`src/hw/rsc_consts.svh`:
```
// Register offsets, field positions, reset values and timing counts of the reset-source block
`ifndef RSC_CONSTS_SVH
`define RSC_CONSTS_SVH
`define RSC_OFF_THRESH      12'h000
`define RSC_OFF_FLAGS       12'h004
`define RSC_OFF_STATUS      12'h008
`define RSC_OFF_MASK        12'h00c
`define RSC_OFF_CTRL        12'h010
`define RSC_OFF_EVENTS      12'h014
`define RSC_CODE_2V10       8'h55
`define RSC_CODE_2V55       8'h33
`define RSC_CODE_3V15       8'h99
`define RSC_CODE_3V80       8'haa
`define RSC_FLAG_LVR_BIT    2
`define RSC_FLAG_BAD_BIT    1
`define RSC_FLAG_WMASK      8'h89
`define RSC_EVT_BITS        4
`define RSC_DELAY_SLOW      2'h3
`define RSC_STACK_TOP       4'hf
`endif

```
`src/hw/rsc_pkg.sv`:
```
// Types shared by the reset-source block
package rsc_pkg;
   typedef enum logic [1:0] {RSC_NONE, RSC_LVR, RSC_BAD} rsc_cause_t;
   // Outgoing reset controls towards the core
   typedef struct packed {
      logic       mcu_reset;       // Full reset of the core
      logic       pc_clear;        // Program counter to zero
      logic       sp_clear;        // Stack pointer to zero
      logic       sp_top;          // Stack pointer to top
      logic       irq_disable;     // All interrupts disabled
      logic       wdt_clear;       // Watchdog and time base cleared
      logic       timers_off;      // Timer modules off
      logic       ports_input;     // All port pins to input
   } rsc_ctl_t;
endpackage

```
`src/hw/rsc_top.sv`:
```
// Reset-source control: threshold select, reset cause flags, watchdog status flags
`timescale 1ns/10ps
`include "rsc_consts.svh"

module rsc_top
(
   // Bus clock and reset (reset acts as power-on)
   input  wire logic                aclk,
   input  wire logic                aresetn,
   // AXI4-Lite write address
   input  wire logic [11:0]         s_axi_awaddr,
   input  wire logic                s_axi_awvalid,
   output logic                     s_axi_awready,
   // AXI4-Lite write data
   input  wire logic [31:0]         s_axi_wdata,
   input  wire logic [3:0]          s_axi_wstrb,
   input  wire logic                s_axi_wvalid,
   output logic                     s_axi_wready,
   // AXI4-Lite write response
   output logic [1:0]               s_axi_bresp,
   output logic                     s_axi_bvalid,
   input  wire logic                s_axi_bready,
   // AXI4-Lite read address
   input  wire logic [11:0]         s_axi_araddr,
   input  wire logic                s_axi_arvalid,
   output logic                     s_axi_arready,
   // AXI4-Lite read data
   output logic [31:0]              s_axi_rdata,
   output logic [1:0]               s_axi_rresp,
   output logic                     s_axi_rvalid,
   input  wire logic                s_axi_rready,
   // Asynchronous event inputs
   input  wire logic                low_speed_osc_clock,
   input  wire logic                low_voltage_detect,
   input  wire logic                external_reset_pin,
   input  wire logic                watchdog_timeout,
   input  wire logic                power_down_mode,
   // Reset controls and interrupt
   output rsc_pkg::rsc_ctl_t        reset_ctl,
   output logic                     irq
);
   import rsc_pkg::*;

   ////////////////////////////////////////////////////////////////////////////////
   // Input synchronisers: two flops each, first flop read only by the second
   localparam int NSYNC = 5;
   // Reset to each pin's idle level: the reset pin idles high, so no false event
   localparam logic [NSYNC-1:0] SYNC_IDLE = 5'b00100;
   logic [NSYNC-1:0] sync_a;                     // First stage
   logic [NSYNC-1:0] sync_b;                     // Second stage, safe to use
   logic [NSYNC-1:0] raw_in;                     // Asynchronous inputs gathered

   assign raw_in = {power_down_mode, watchdog_timeout, external_reset_pin,
                    low_voltage_detect, low_speed_osc_clock};

   genvar gi;
   generate
      for (gi = 0; gi < NSYNC; gi++)
      begin : g_sync
         // Synchroniser for one input bit
         always_ff @(posedge aclk)
         begin
            if (!aresetn)
            begin
               sync_a[gi] <= SYNC_IDLE[gi];
               sync_b[gi] <= SYNC_IDLE[gi];
            end
            else
            begin
               sync_a[gi] <= raw_in[gi];
               sync_b[gi] <= sync_a[gi];
            end
         end
      end
   endgenerate

   logic slow_q;                                 // Delayed slow clock level
   logic slow_tick;                              // One slow-clock rising edge
   logic lvd_s;                                  // Low voltage, synchronised
   logic pin_s;                                  // Reset pin, active low level
   logic wdt_s;                                  // Watchdog timeout level
   logic wdt_q;                                  // Previous watchdog level
   logic pd_s;                                   // In power-down mode

   assign lvd_s = sync_b[1];
   assign pin_s = sync_b[2];
   assign wdt_s = sync_b[3];
   assign pd_s  = sync_b[4];
   assign slow_tick = sync_b[0] & ~slow_q;

   ////////////////////////////////////////////////////////////////////////////////
   // Registers
   logic [7:0] threshold_select_code;            // Low voltage threshold select
   logic       low_voltage_reset_flag;           // Cause: low voltage
   logic       bad_threshold_code_flag;          // Cause: undefined code
   logic [7:0] flags_other;                      // Bits 7, 3, 0 held as plain storage
   logic       watchdog_timeout_flag;            // Watchdog timed out
   logic       power_down_flag;                  // Timeout happened in sleep mode
   logic       sleep_mode;                       // Software says core sleeps/idles
   logic [`RSC_EVT_BITS-1:0] evt_status;         // Sticky event bits
   logic [`RSC_EVT_BITS-1:0] evt_mask;           // Interrupt enables

   logic code_valid;
   assign code_valid = (threshold_select_code == `RSC_CODE_2V10) ||
                       (threshold_select_code == `RSC_CODE_2V55) ||
                       (threshold_select_code == `RSC_CODE_3V15) ||
                       (threshold_select_code == `RSC_CODE_3V80);

   ////////////////////////////////////////////////////////////////////////////////
   // Slow-clock delay counter for pending reset requests
   rsc_cause_t  pend;                            // Request waiting for its delay
   logic [1:0]  slow_cnt;                        // Slow edges seen since request
   logic        fire_lvr;                        // Low voltage reset now
   logic        fire_bad;                        // Undefined code reset now
   logic        lvr_req;

   // Disabled in power-down, so a sagging supply there never resets
   assign lvr_req = lvd_s & ~pd_s;

   // Request latched, then counted on slow clock edges; a fixed count of 3 edges
   // lands in the 2..3 cycle window whatever the phase; a supply that recovers first drops it
   always_ff @(posedge aclk)
   begin
      if (!aresetn)
      begin
         slow_q   <= 1'b0;
         pend     <= RSC_NONE;
         slow_cnt <= 2'h0;
      end
      else
      begin
         slow_q <= sync_b[0];
         if (fire_lvr || fire_bad || (pend == RSC_LVR && !lvr_req))
         begin
            pend     <= RSC_NONE;
            slow_cnt <= 2'h0;
         end
         else if (pend == RSC_NONE)
         begin
            // Bad code has priority: it also forces the code back
            if (!code_valid)
               pend <= RSC_BAD;
            else if (lvr_req)
               pend <= RSC_LVR;
         end
         else if (slow_tick)
            slow_cnt <= slow_cnt + 2'h1;
      end
   end

   assign fire_lvr = (pend == RSC_LVR) && slow_tick &&
                     (slow_cnt == `RSC_DELAY_SLOW - 2'h1);
   assign fire_bad = (pend == RSC_BAD) && slow_tick &&
                     (slow_cnt == `RSC_DELAY_SLOW - 2'h1);

   ////////////////////////////////////////////////////////////////////////////////
   // AXI4-Lite write path
   logic        aw_got;
   logic        w_got;
   logic [11:0] aw_addr;
   logic [31:0] w_data;
   logic [3:0]  w_strb;
   logic        do_write;

   assign do_write = aw_got && w_got && !s_axi_bvalid;

   // Capture address and data in either order, answer once both held
   always_ff @(posedge aclk)
   begin
      if (!aresetn)
      begin
         aw_got        <= 1'b0;
         w_got         <= 1'b0;
         aw_addr       <= 12'h000;
         w_data        <= 32'h0000_0000;
         w_strb        <= 4'h0;
         s_axi_awready <= 1'b0;
         s_axi_wready  <= 1'b0;
         s_axi_bvalid  <= 1'b0;
         s_axi_bresp   <= 2'h0;
      end
      else
      begin
         s_axi_awready <= !aw_got && !s_axi_awready && s_axi_awvalid;
         s_axi_wready  <= !w_got && !s_axi_wready && s_axi_wvalid;
         if (s_axi_awvalid && s_axi_awready)
         begin
            aw_got  <= 1'b1;
            aw_addr <= s_axi_awaddr;
         end
         if (s_axi_wvalid && s_axi_wready)
         begin
            w_got  <= 1'b1;
            w_data <= s_axi_wdata;
            w_strb <= s_axi_wstrb;
         end
         if (do_write)
         begin
            aw_got       <= 1'b0;
            w_got        <= 1'b0;
            s_axi_bvalid <= 1'b1;
            // Offsets above the control register answer with a slave error
            s_axi_bresp  <= (aw_addr > `RSC_OFF_CTRL) ? 2'h2 : 2'h0;
         end
         else if (s_axi_bvalid && s_axi_bready)
            s_axi_bvalid <= 1'b0;
      end
   end

   logic wr_thr;
   logic wr_flg;
   assign wr_thr = do_write && aw_addr == `RSC_OFF_THRESH && w_strb[0];
   assign wr_flg = do_write && aw_addr == `RSC_OFF_FLAGS && w_strb[0];

   ////////////////////////////////////////////////////////////////////////////////
   // Threshold code: kept through a low voltage reset, restored by a bad-code reset
   always_ff @(posedge aclk)
   begin
      if (!aresetn)
         threshold_select_code <= `RSC_CODE_2V10;
      else if (fire_bad)
         threshold_select_code <= `RSC_CODE_2V10;
      else if (wr_thr)
         threshold_select_code <= w_data[7:0];
   end

   ////////////////////////////////////////////////////////////////////////////////
   // Reset cause flags; hardware set wins over a software clear in the same cycle
   always_ff @(posedge aclk)
   begin
      if (!aresetn)
      begin
         low_voltage_reset_flag  <= 1'b0;
         bad_threshold_code_flag <= 1'b0;
         flags_other             <= 8'h00;
      end
      else
      begin
         if (wr_flg)
         begin
            low_voltage_reset_flag  <= w_data[`RSC_FLAG_LVR_BIT];
            bad_threshold_code_flag <= w_data[`RSC_FLAG_BAD_BIT];
            flags_other             <= w_data[7:0] & `RSC_FLAG_WMASK;
         end
         if (fire_lvr)
            low_voltage_reset_flag <= 1'b1;
         if (fire_bad)
            bad_threshold_code_flag <= 1'b1;
      end
   end

   ////////////////////////////////////////////////////////////////////////////////
   // Watchdog timeout and power-down flags
   logic wdt_evt;
   logic pin_evt;
   logic wr_ctl;
   assign wdt_evt = wdt_s & ~wdt_q;
   assign pin_evt = ~pin_s;
   assign wr_ctl  = do_write && aw_addr == `RSC_OFF_CTRL && w_strb[0];

   // Pin and low voltage resets leave both flags alone
   always_ff @(posedge aclk)
   begin
      if (!aresetn)
      begin
         wdt_q                 <= 1'b0;
         watchdog_timeout_flag <= 1'b0;
         power_down_flag       <= 1'b0;
         sleep_mode            <= 1'b0;
      end
      else
      begin
         wdt_q <= wdt_s;
         if (wr_ctl)
            sleep_mode <= w_data[0];
         if (wdt_evt)
         begin
            watchdog_timeout_flag <= 1'b1;
            if (sleep_mode)
            begin
               power_down_flag <= 1'b1;
               sleep_mode      <= 1'b0;
            end
         end
      end
   end

   ////////////////////////////////////////////////////////////////////////////////
   // Reset controls towards the core, one cycle pulses except the pin reset, held while the pin is low, and power-on levels
   logic por_hold;                               // First cycle after release
   always_ff @(posedge aclk)
   begin
      if (!aresetn)
      begin
         // Power-on state: everything cleared and parked
         por_hold  <= 1'b1;
         reset_ctl <= '{mcu_reset: 1'b1, pc_clear: 1'b1, sp_clear: 1'b0,
                        sp_top: 1'b1, irq_disable: 1'b1, wdt_clear: 1'b1,
                        timers_off: 1'b1, ports_input: 1'b1};
      end
      else
      begin
         por_hold <= 1'b0;
         // Full resets: low voltage, bad code, pin, or watchdog while running
         reset_ctl.mcu_reset   <= fire_lvr | fire_bad | pin_evt |
                                  (wdt_evt & ~sleep_mode);
         reset_ctl.pc_clear    <= fire_lvr | fire_bad | pin_evt | wdt_evt;
         reset_ctl.sp_clear    <= wdt_evt & sleep_mode;
         reset_ctl.sp_top      <= por_hold;
         reset_ctl.irq_disable <= por_hold;
         // Watchdog clears once, then free to count
         reset_ctl.wdt_clear   <= por_hold;
         reset_ctl.timers_off  <= por_hold;
         reset_ctl.ports_input <= por_hold;
      end
   end

   ////////////////////////////////////////////////////////////////////////////////
   // Interrupt events: lvr, bad code, watchdog, pin
   logic [`RSC_EVT_BITS-1:0] evt_now;
   logic wr_sts;
   logic wr_msk;
   assign evt_now = {pin_evt, wdt_evt, fire_bad, fire_lvr};
   assign wr_sts  = do_write && aw_addr == `RSC_OFF_STATUS && w_strb[0];
   assign wr_msk  = do_write && aw_addr == `RSC_OFF_MASK && w_strb[0];

   // Write one clears; a new event in the same cycle stays set
   always_ff @(posedge aclk)
   begin
      if (!aresetn)
      begin
         evt_status <= '0;
         evt_mask   <= '0;
         irq        <= 1'b0;
      end
      else
      begin
         evt_status <= (evt_status & ~(wr_sts ? w_data[`RSC_EVT_BITS-1:0] : '0))
                       | evt_now;
         if (wr_msk)
            evt_mask <= w_data[`RSC_EVT_BITS-1:0];
         irq <= |(evt_status & evt_mask);
      end
   end

   ////////////////////////////////////////////////////////////////////////////////
   // AXI4-Lite read path, one register cycle after address accepted
   logic [31:0] rd_mux;
   always_comb
   begin
      rd_mux = 32'h0000_0000;
      unique case (s_axi_araddr)
         `RSC_OFF_THRESH: rd_mux[7:0] = threshold_select_code;
         `RSC_OFF_FLAGS:  rd_mux[7:0] = flags_other |
                                        {5'h00, low_voltage_reset_flag,
                                         bad_threshold_code_flag, 1'b0};
         `RSC_OFF_STATUS: rd_mux[`RSC_EVT_BITS-1:0] = evt_status;
         `RSC_OFF_MASK:   rd_mux[`RSC_EVT_BITS-1:0] = evt_mask;
         `RSC_OFF_CTRL:   rd_mux[3:0] = {code_valid, power_down_flag,
                                         watchdog_timeout_flag, sleep_mode};
         default:         rd_mux = 32'h0000_0000;
      endcase
   end

   // Address taken and data returned in the same edge pair
   always_ff @(posedge aclk)
   begin
      if (!aresetn)
      begin
         s_axi_arready <= 1'b0;
         s_axi_rvalid  <= 1'b0;
         s_axi_rdata   <= 32'h0000_0000;
         s_axi_rresp   <= 2'h0;
      end
      else
      begin
         s_axi_arready <= !s_axi_arready && !s_axi_rvalid && s_axi_arvalid;
         if (s_axi_arvalid && s_axi_arready)
         begin
            s_axi_rvalid <= 1'b1;
            s_axi_rdata  <= rd_mux;
            s_axi_rresp  <= (s_axi_araddr > `RSC_OFF_CTRL) ? 2'h2 : 2'h0;
         end
         else if (s_axi_rvalid && s_axi_rready)
            s_axi_rvalid <= 1'b0;
      end
   end
endmodule

```
`config.mk`:
```
export PLATFORM = sky130hd
export DESIGN_NAME = rsc_top
export DESIGN_NICKNAME = d
export VERILOG_FILES = /design/src/hw/rsc_pkg.sv /design/src/hw/rsc_top.sv
export VERILOG_INCLUDE_DIRS = /design/src /design/src/hw
export SDC_FILE = /design/constraint.sdc
export NUM_CORES = 1
export LEC_CHECK = 0
export ABC_AREA = 1
export BUFFER_PORTS_ARGS = -buffer_cell sky130_fd_sc_hd__buf_2
export CAP_MARGIN = 20
export CORE_MARGIN = 3
export CORE_UTILIZATION = 40
export DETAILED_ROUTE_END_ITERATION = 6
export PLACE_DENSITY = 0.66
export SETUP_SLACK_MARGIN = 0.2
export SLEW_MARGIN = 20
export SYNTH_ARGS = -nofsm -noshare
export SYNTH_HDL_FRONTEND = slang
export SYNTH_SLANG_ARGS = --single-unit
```
`constraint.sdc`:
```
create_clock -name aclk -period 1.7 [get_ports aclk]
set_input_delay 0.085 -clock aclk [delete_from_list [all_inputs] [get_ports aclk]]
set_output_delay 0.085 -clock aclk [all_outputs]
set_load 0.01 [all_outputs]
```
==> results of run 1 <==
-- logic make-up after synthesis --
| logic type | Yosys count |
|---|---|
| AOI/OAI and AO/OA | 110 |
| other | 1 |
| and+or+nand+nor | 164 |
| buffers and inverters | 111 |
| adders and majority gates | 1 |
| DFF | 84 |
-- flip-flops by register name (all words and copies together), names as in the netlist, 2 cells and up --
| signal | cells |
|---|---|
| aw_addr | 12 |
| s_axi_rdata | 8 |
| threshold_select_code | 8 |
| w_data | 8 |
| sync_a | 5 |
| evt_mask | 4 |
| evt_status | 4 |
| reset_ctl | 4 |
| flags_other | 3 |
| pend | 2 |
| slow_cnt | 2 |
-- final cells by class --
class	instances	area (µm²)
Sequential cell	84	1680
Inverter	68	255
Tap cell	108	135
Fill cell	849	4420
Clock inverter	3	67.6
Clock buffer	13	169
Timing Repair Buffer	93	566
Multi-Input combinational cell	301	1550
-- where the power goes --
part	switching [µW]	internal [µW]	total, µW
combinational	230	153	382
sequential	35.8	2030	2070
clock	676	949	1630
total	941	3130	4080
-- routing by layer --
| metal | vias to the layer above | global-route usage | wire length, µm |
|---|---|---|---|
| met5 | - | 0 | 0 |
| met3 | 20 | 0.0239 | 361 |
| li1 | 1629 | - | - |
| met2 | 84 | 0.262 | 3700 |
| met4 | 0 | 0.0807 | 262 |
| met1 | 1377 | 0.202 | 3670 |
-- critical path, delay by kind of cell (launching register included) --
family	cells	cell delay [ps]
adder cells (fa/ha/maj)	1	210
flip-flops	1	350
AND/OR/NAND/NOR	3	280
buffers and inverters	2	260
AO/OA/AOI/OAI	2	200
-- what timing repair did --
action,CTS,global route
gates resized for setup,0,1
hold buffers,15,0
buffers inserted,0,4
endpoints found under the hold margin,15,0
endpoints found under the setup margin,0,5
-- through the flow --
stage          std cells  utilization  power, µW  worst slack, ps
3_3_place_gp         635        0.453       2460              343
6_report             670        0.500       4080              332
2_1_floorplan        496            -       2400              484
4_1_cts              666        0.496       4110              276
5_1_grt              670        0.500       4250              192
3_5_place_dp         635        0.453       2470              299
-- worst max-delay path by stage --
stage	startpoint	endpoint	slack (ps)
4_1_cts	sync_b[0]$_SDFF_PN0_	threshold_select_code[1]$_SDFFE_PP0P_	280
5_1_grt	slow_cnt[0]$_SDFFE_PP0P_	threshold_select_code[1]$_SDFFE_PP0P_	190
2_1_floorplan	s_axi_bvalid$_SDFFE_PN0P_	threshold_select_code[5]$_SDFFE_PP0P_	480
3_5_place_dp	slow_cnt[0]$_SDFFE_PP0P_	threshold_select_code[3]$_SDFFE_PP0P_	300
6_report	slow_cnt[0]$_SDFFE_PP0P_	threshold_select_code[1]$_SDFFE_PP0P_	330
3_3_place_gp	aw_addr[6]$_SDFFE_PN0P_	threshold_select_code[7]$_SDFFE_PP0P_	340
-- Yosys cell counts, drive strengths merged --
library cell | n | area [µm²]
dfxtp | 84 | 1680
nand2 | 69 | 279
inv | 68 | 255
nor2 | 52 | 268
o21ai | 51 | 259
a21oi | 44 | 228
buf | 36 | 265
nand3 | 19 | 118
nor3 | 14 | 80.1
clkbuf | 7 | 26.3
o211ai | 5 | 57.6
o22ai | 5 | 31.3
or2 | 5 | 31.3
nand4 | 3 | 33.8
a211oi | 2 | 15.0
and2 | 2 | 12.5
o2bb2ai | 2 | 17.5
a221oi | 1 | 8.76
conb | 1 | 3.75
ha | 1 | 12.5
==> flow_summary_export.csv, run 1 <==
group,metric,value,unit
timing,finalMaxSlewViolations,0,
clocking,cts_tree,"built",
placement,dpl.hpwl,5900,µm
worst_setup_path,start_kind,"register",
clocking,cts.sinks,84,
worst_setup_path,crit_fanout,10,
grt,grt_pass1_vias,2934,
timing,finalCritPeriodShare,0.805,
final_layout,final_common_cell,"dfxtp_1",
clocking,clkSlewWorstSetupHoldPaths,80,ps
clocking,numCtsBuffers,9,
synthesis,synth_xor_area_frac,0,
grt,antenna_found_initial,0,
placement,gp_congestion,0.827,
drt,drc,0,
final_layout,syn_to_final_growth,20.2,%
worst_setup_path,crit_slowest_cell,"dfxtp_1",
die,die_w,102,µm
drt,drtIter0Drc,105,
final_layout,fin_nets,630,
worst_setup_path,regToRegStartpoint,"slow_cnt[0]$_SDFFE_PP0P_",
drt,wirelength,7990,µm
worst_setup_path,worstSetupEndpointType,"register",
timing,finalSetupTns,0,ps
die,die_h,102,µm
min_path,whs_endpoint,"aw_addr[6]$_SDFFE_PN0P_",
synthesis,synthSimpleGateAreaFrac,0.223,
die,io_pins,122,
final_layout,mostFrequentLayoutCells,"84 x dfxtp_1, 68 x buf_2, 63 x nand2_1",
min_path,min_from,"s_axi_awaddr[6]",
outcome,status,"complete, no violations",
synthesis,ys_seq_area_frac,0.457,
worst_setup_path,reg2reg_to,"threshold_select_code[1]$_SDFFE_PP0P_",
run,drv_cap,0,
synthesis,synth_warnings,0,
drt,dr.pass1.iters,4,
drt,wl_per_cell,11.9,µm
worst_setup_path,crit_chain,"inv_1 > ha_1 > nand2_1 > nor3_2 > nor2_1 > buf_4 > o21ai_1 > a21oi_1",
worst_setup_path,cp.required,1970,ps
power,p_leak,0.00206,µW
die,dieArea,0.0104,mm²
clocking,cts_max_path_buffers,2,
clocking,htreeDepth,3,
die,initial_core_util,0.416,
synthesis,syn_area,0.00368,mm²
grt,grt_pass1_wl,13200,µm
final_layout,drive_gt1_frac,0.238,
synthesis,ys_seq_elements,84,
final_layout,fin_area,0.00443,mm²
synthesis,muxShareOfSynthArea,0,
power,power_density,921,mW/mm²
synthesis,avgSynthCellArea,7.82,µm²
die,fp-row-count,34,
timing,setup_viol,0,
grt,grt_use_total,0.159,
worst_setup_path,crit_type,"register to register",
power,ir_drop,0.000403,V
synthesis,synth-adder-area-share,0.00340,
worst_setup_path,worst_r2r_path_depth,8,
placement,port-buffer-count,68,
worst_setup_path,max_stage_delay,350,ps
worst_setup_path,crit_arrival,1640,ps
synthesis,synth_cell_type_count,37,
timing,hold_viol_final,0,
min_path,min_path_type,"input pin to register",
final_layout,n_antenna_cell,0,
clocking,root_buffer,"clkbuf_8",
min_path,min_path_cells,3,
die,core_area,0.00885,mm²
synthesis,synth_compound_area_frac,0.167,
grt,grt_max_degree,36,
timing,max_freq,731,MHz
timing,whs,9.68,ps
drt,antenna_left,0,
timing,finClkSkew,4.98,ps
worst_setup_path,rrSetupSlack,330,ps
synthesis,synthCells,471,
timing,rsz0062_at_grt,"yes",
drt,via_per_inst,4.64,
timing,period_needed,1370,ps
grt,grt-ovfl-total,0,
placement,place_area,0.00401,mm²
synthesis,synth_top_family_by_area,"simple AND/OR/NAND/NOR gates",
clocking,worstSkewPairLatency,340,ps
drt,via_count,3110,
Power figures use the tool's default switching activity.
==> run 2, diff against run 1 <==
==> constraint.sdc (replaced) <==
create_clock -name aclk -period 1.4 [get_ports aclk]
set_input_delay 0.07 -clock aclk [delete_from_list [all_inputs] [get_ports aclk]]
set_output_delay 0.07 -clock aclk [all_outputs]
set_load 0.01 [all_outputs]
==> run 2 against run 1 <==
Against the previous run: the run now ends with negative setup slack left; final cell count grew 2.4%; power grew 15%; non-clock buffer count grew 17; wire length grew 8.9%; clock skew is essentially flat; critical path depth shrank 1; utilization grew 4.0 points; maximum frequency shrank 3.5%; via count grew 4.4%; die area is the same.
==> flow_summary_export.csv, run 2 (synthesized netlist as in run 1, its figures left out) <==
group,metric,value,unit
grt,antenna_found_initial,0,
die,dieArea,0.0104,mm²
worst_setup_path,regToRegStartpoint,"aw_addr[6]$_SDFFE_PN0P_",
clocking,cts_max_path_buffers,2,
run,drv_cap,0,
placement,port-buffer-count,68,
clocking,numCtsBuffers,9,
final_layout,mostFrequentLayoutCells,"68 x buf_2, 64 x dfxtp_1, 58 x nand2_1",
placement,dp_slack,43.2,ps
final_layout,drive_gt1_frac,0.351,
placement,dpl.hpwl,5950,µm
clocking,root_buffer,"clkbuf_8",
drt,drtIter0Drc,152,
drt,drc,0,
worst_setup_path,crit_type,"register to register",
grt,grt_max_degree,30,
placement,gp_congestion,0.882,
worst_setup_path,worstSetupEndpointType,"register",
worst_setup_path,crit_slowest_cell,"dfxtp_2",
clocking,htreeDepth,3,
die,initial_core_util,0.416,
final_layout,regMostFlops,"aw_addr",
timing,rsz0062_at_grt,"yes",
grt,grt_use_total,0.164,
outcome,status,"finished, violations left",
drt,wirelength,8700,µm
clocking,cts_tree,"built",
final_layout,largest_reg_flops,12,
min_path,min_path_type,"input pin to register",
die,die_h,102,µm
die,io_pins,122,
drt,dr.pass1.iters,4,
timing,finalMaxSlewViolations,0,
final_layout,final_core_util,0.541,
timing,period_needed,1420,ps
timing,hold_viol_final,0,
die,fp-row-count,34,
final_layout,num-fill-cells,793,
timing,setup_viol,1,
placement,place_area,0.00405,mm²
timing,finalCritPeriodShare,1.01,
clocking,cts.sinks,84,
clocking,clkSlewWorstSetupHoldPaths,80,ps
worst_setup_path,startpoint,"aw_addr[6]$_SDFFE_PN0P_",
power,p_leak,0.00218,µW
final_layout,n_antenna_cell,0,
grt,grt-ovfl-total,0,
die,core_area,0.00885,mm²
timing,max_freq,706,MHz
grt,grt_pass1_vias,2984,
worst_setup_path,start_kind,"register",
worst_setup_path,max_stage_delay,330,ps
timing,finClkSkew,4.84,ps
drt,via_per_inst,4.73,
grt,grt_pass1_wl,13600,µm
final_layout,syn_to_final_growth,29.9,%
outcome,violations,"negative setup slack",
worst_setup_path,cp.required,1620,ps
worst_setup_path,crit_arrival,1640,ps
worst_setup_path,crit_chain,"nor2_2 > nand3_2 > nor2_8 > buf_12 > nand4_2 > nand2_1 > o211ai_2",
final_layout,fin_area,0.00479,mm²
timing,setup_slack,-17.4,ps
final_layout,final_common_cell,"buf_2",
final_layout,fin_nets,648,
final_layout,fin_cells,686,
placement,placed_cells,640,
timing,finalSetupTns,-17.4,ps
drt,antenna_left,0,
power,ir_drop,0.000447,V
clocking,worstSkewPairLatency,340,ps
drt,via_count,3246,
drt,wl_per_cell,12.7,µm
power,power_density,975,mW/mm²
worst_setup_path,crit_fanout,5,
min_path,min_from,"s_axi_awaddr[5]",
die,die_w,102,µm
-- run 2: cell count changes in the layout (fill, tap and decap cells not counted), sizes merged --
cell,change
dlygate4sd3,+2
clkinvlp,-1
nand4,+1
buf,+15
clkbuf,-2
bufinv,-1
clkinv,+2
-- run 2: path summary, 6_finish.rpt --
path	to	slack, ps	depth (start not counted)
hold reg to reg	sync_b[0]$_SDFF_PN0_	410	2
setup / recovery	threshold_select_code[0]$_SDFFE_PP1P_	-20	7
setup reg to reg	threshold_select_code[0]$_SDFFE_PP1P_	-20	7
hold / removal	aw_addr[5]$_SDFFE_PN0P_	20	3
-- run 2: metal layers --
metal | up-vias | wire length (µm) | global-route usage
li1 | 1673 | - | -
met1 | 1485 | 4010 | 0.212
met2 | 77 | 4230 | 0.278
met3 | 11 | 322 | 0.0287
met4 | 0 | 133 | 0.0545
met5 | - | 0 | 0
-- run 2: report_power, final --
part           switching [µW]  leakage, µW  internal [µW]
clock network             793    0.0000890            801
logic                     324      0.00140            247
registers                47.9     0.000693           2460
total                    1170      0.00218           3500
-- run 2: metrics by stage --
stage	power (µW)	hold WS (ps)
6_report	4670	16.3
5_1_grt	4870	37.4
4_1_cts	4670	4.45
3_5_place_dp	3010	257
3_3_place_gp	3000	251
2_1_floorplan	2910	168
-- run 2: layout make-up --
class	count	area, µm²	share of cell area
flip-flops and latches	84	1730	0.361
well taps	108	135	0.0282
clock buffers	11	131	0.0275
clock inverters	3	40.0	0.00837
repair buffers	110	729	0.152
multi-input cells	302	1760	0.368
inverters	68	260	0.0544
-- run 2: critical path, delay by kind of cell (launching register included) --
family | cells | cell delay (ps)
flops | 1 | 330
simple gates | 5 | 740
buf+inv | 1 | 120
compound gates | 1 | 100
-- run 2: timing repair --
action / CTS / global route
hold buffers: 17 / 0
buffers inserted: 7 / 6
hold endpoints to repair: 17 / 0
pin swaps: 15 / 13
gates cloned: 2 / 0
gates resized for setup: 41 / 53
setup endpoints to repair: 29 / 41
==> run 3, diff against run 2 <==
--- a/config.mk
+++ b/config.mk
@@ -12,7 +12,7 @@
 export CORE_MARGIN = 3
 export CORE_UTILIZATION = 40
 export DETAILED_ROUTE_END_ITERATION = 6
-export PLACE_DENSITY = 0.66
+export PLACE_DENSITY_LB_ADDON = 0.08
 export SETUP_SLACK_MARGIN = 0.2
 export SLEW_MARGIN = 20
 export SYNTH_ARGS = -nofsm -noshare
==> run 3 against run 2 <==
Against the previous run: the run ends with negative hold slack left; global-route usage about the same; hold slack got worse by 17 ps; setup slack improved by 49 ps; critical path depth increased by 1; clock skew increased by 6.2 ps; via count increased by 0.71%; clock power increased by 8%; power increased by 3.1%; design area increased by 2.4%; non-clock buffer count increased by 12; final cell count increased by 2.0%; critical endpoint is now threshold_select_code[5]$_SDFFE_PP0P_; largest cell class unchanged.
==> flow_summary_export.csv, run 3 (synthesized netlist as in run 1, its figures left out) <==
group,metric,value,unit
outcome,status,"finished, violations left",
outcome,violations,"negative hold slack",
drt,wl_per_cell,12.3,µm
timing,hold_viol_final,1,
placement,gp_congestion,0.917,
final_layout,syn_to_final_growth,33.1,%
worst_setup_path,crit_type,"register to register",
drt,wl_met2,4050,µm
die,fp-row-count,34,
die,core_area,0.00885,mm²
drt,wl_met1,3980,µm
final_layout,largest_reg_flops,12,
timing,setup_slack,31.4,ps
worst_setup_path,crit_arrival,1610,ps
final_layout,final_common_cell,"dfxtp_1",
min_path,min_path_type,"input pin to register",
timing,finalCritPeriodShare,0.978,
final_layout,n_antenna_cell,0,
final_layout,final_core_util,0.554,
clocking,cts.sinks,84,
final_layout,fin_nets,660,
worst_setup_path,start_kind,"register",
grt,grt_use_total,0.164,
clocking,root_buffer,"clkbuf_8",
grt,antenna_found_initial,0,
run,drv_cap,0,
drt,drtIter0Drc,100,
timing,finClkSkew,11.0,ps
worst_setup_path,crit_end,"threshold_select_code[5]$_SDFFE_PP0P_",
timing,whs,-0.776,ps
placement,dp_slack,-17.0,ps
drt,via_per_inst,4.67,
clocking,numCtsBuffers,9,
clocking,htreeDepth,3,
drt,routed-wl-met3,405,µm
final_layout,drive_gt1_frac,0.360,
placement,place_area,0.00406,mm²
timing,period_needed,1370,ps
drt,top_layer,"met4",
timing,setup_viol,0,
clocking,clkSlewWorstSetupHoldPaths,80,ps
drt,wirelength,8580,µm
final_layout,regMostFlops,"aw_addr",
worst_setup_path,worst_r2r_path_depth,8,
die,initial_core_util,0.416,
die,dieArea,0.0104,mm²
power,ir_drop,0.000514,V
placement,port-buffer-count,68,
worst_setup_path,crit_fanout,7,
drt,antenna_left,0,
clocking,cts_tree,"built",
final_layout,mostFrequentLayoutCells,"69 x dfxtp_1, 68 x buf_2, 58 x inv_1, 58 x nand2_1, 39 x a21oi_1",
worst_setup_path,max_stage_delay,340,ps
worst_setup_path,rrSetupSlack,30,ps
worst_setup_path,reg2reg_to,"threshold_select_code[5]$_SDFFE_PP0P_",
drt,dr.pass1.iters,4,
worst_setup_path,cp.required,1640,ps
timing,finalMaxSlewViolations,0,
power,power_density,982,mW/mm²
grt,grt_max_degree,29,
grt,grt_pass1_wl,13500,µm
worst_setup_path,crit_chain,"inv_2 > nor2_4 > nand2_4 > nor2_8 > nand4_4 > buf_12 > o21ai_4 > a21oi_2",
drt,drc,0,
clocking,cts_max_path_buffers,2,
timing,max_freq,731,MHz
power,p_leak,0.00225,µW
grt,grt_pass1_vias,2947,
placement,dpl.hpwl,5920,µm
clocking,worstSkewPairLatency,350,ps
timing,rsz0062_at_grt,"yes",
final_layout,fin_area,0.00490,mm²
grt,grt-ovfl-total,0,
worst_setup_path,worstSetupEndpointType,"register",
worst_setup_path,startpoint,"w_got$_SDFFE_PP0P_",
die,die_h,102,µm
worst_setup_path,crit_slowest_cell,"dfxtp_2",
die,die_w,102,µm
drt,via_count,3269,
die,io_pins,122,
worst_setup_path,regToRegStartpoint,"w_got$_SDFFE_PP0P_",
==> run 3: cell count changes in the layout (fill, tap and decap cells not counted), sizes merged <==
| cell | previous run | this run |
|---|---|---|
| clkinv | 2 | 3 |
| buf | 93 | 104 |
| nand3 | 19 | 20 |
| dlygate4sd3 | 17 | 18 |
| nand4 | 4 | 3 |
| clkbuf | 11 | 12 |
==> run 3: worst max-delay path: cells and delay by family, from the launching register on <==
| family | cells | cell delay [ps] |
|---|---|---|
| buffers and inverters | 2 | 240 |
| DFF | 1 | 340 |
| AOI/OAI and AO/OA | 2 | 150 |
| and+or+nand+nor | 4 | 520 |
==> run 3: layer usage <==
layer / vias to the layer above / global-route usage
li1: 1698 / -
met1: 1472 / 0.215
met2: 85 / 0.269
met3: 14 / 0.0396
met4: 0 / 0.0505
met5: - / 0
==> run 3: worst min-delay path by stage <==
stage,cells after the start,to,start,slack [ps]
detailed placement,3,sync_a[4]$_SDFF_PN0_,power_down_mode,260
global placement,3,sync_a[0]$_SDFF_PN0_,low_speed_osc_clock,250
CTS,3,aw_addr[9]$_SDFFE_PN0P_,s_axi_awaddr[9],0.1
global route,3,aw_addr[9]$_SDFFE_PN0P_,s_axi_awaddr[9],10
floorplan,2,sync_a[0]$_SDFF_PN0_,low_speed_osc_clock,170
finish,3,aw_addr[9]$_SDFFE_PN0P_,s_axi_awaddr[9],-0.8
==> run 3: layout make-up <==
type | count | area (µm²)
Inverter | 68 | 255
Clock inverter | 4 | 48.8
Fill cell | 852 | 3950
Timing Repair Buffer | 122 | 822
Tap cell | 108 | 135
Multi-Input combinational cell | 302 | 1790
Sequential cell | 84 | 1710
Clock buffer | 12 | 145
==> run 3: report_power, final <==
group | switching, µW | internal, µW | leakage, µW
clock network | 842 | 873 | 0.000100
logic | 323 | 261 | 0.00146
registers | 49.4 | 2460 | 0.000689
total | 1210 | 3600 | 0.00225
==> run 3: timing repair <==
item / 4_1_cts / 5_1_grt
hold buffers: 18 / 0
buffers inserted: 13 / 9
resized for setup: 46 / 43
pin swaps: 16 / 18
gates cloned: 2 / 0
endpoints found under the hold margin: 18 / 0
endpoints found under the setup margin: 29 / 36
==> run 3: metrics by stage <==
step	instances	TNS (ps)	total power (µW)
4_1_cts	691	0	4810
5_1_grt	700	-466	5040
2_1_floorplan	496	0	2910
3_3_place_gp	642	0	3000
6_report	700	0	4810
3_5_place_dp	642	-33.4	3010
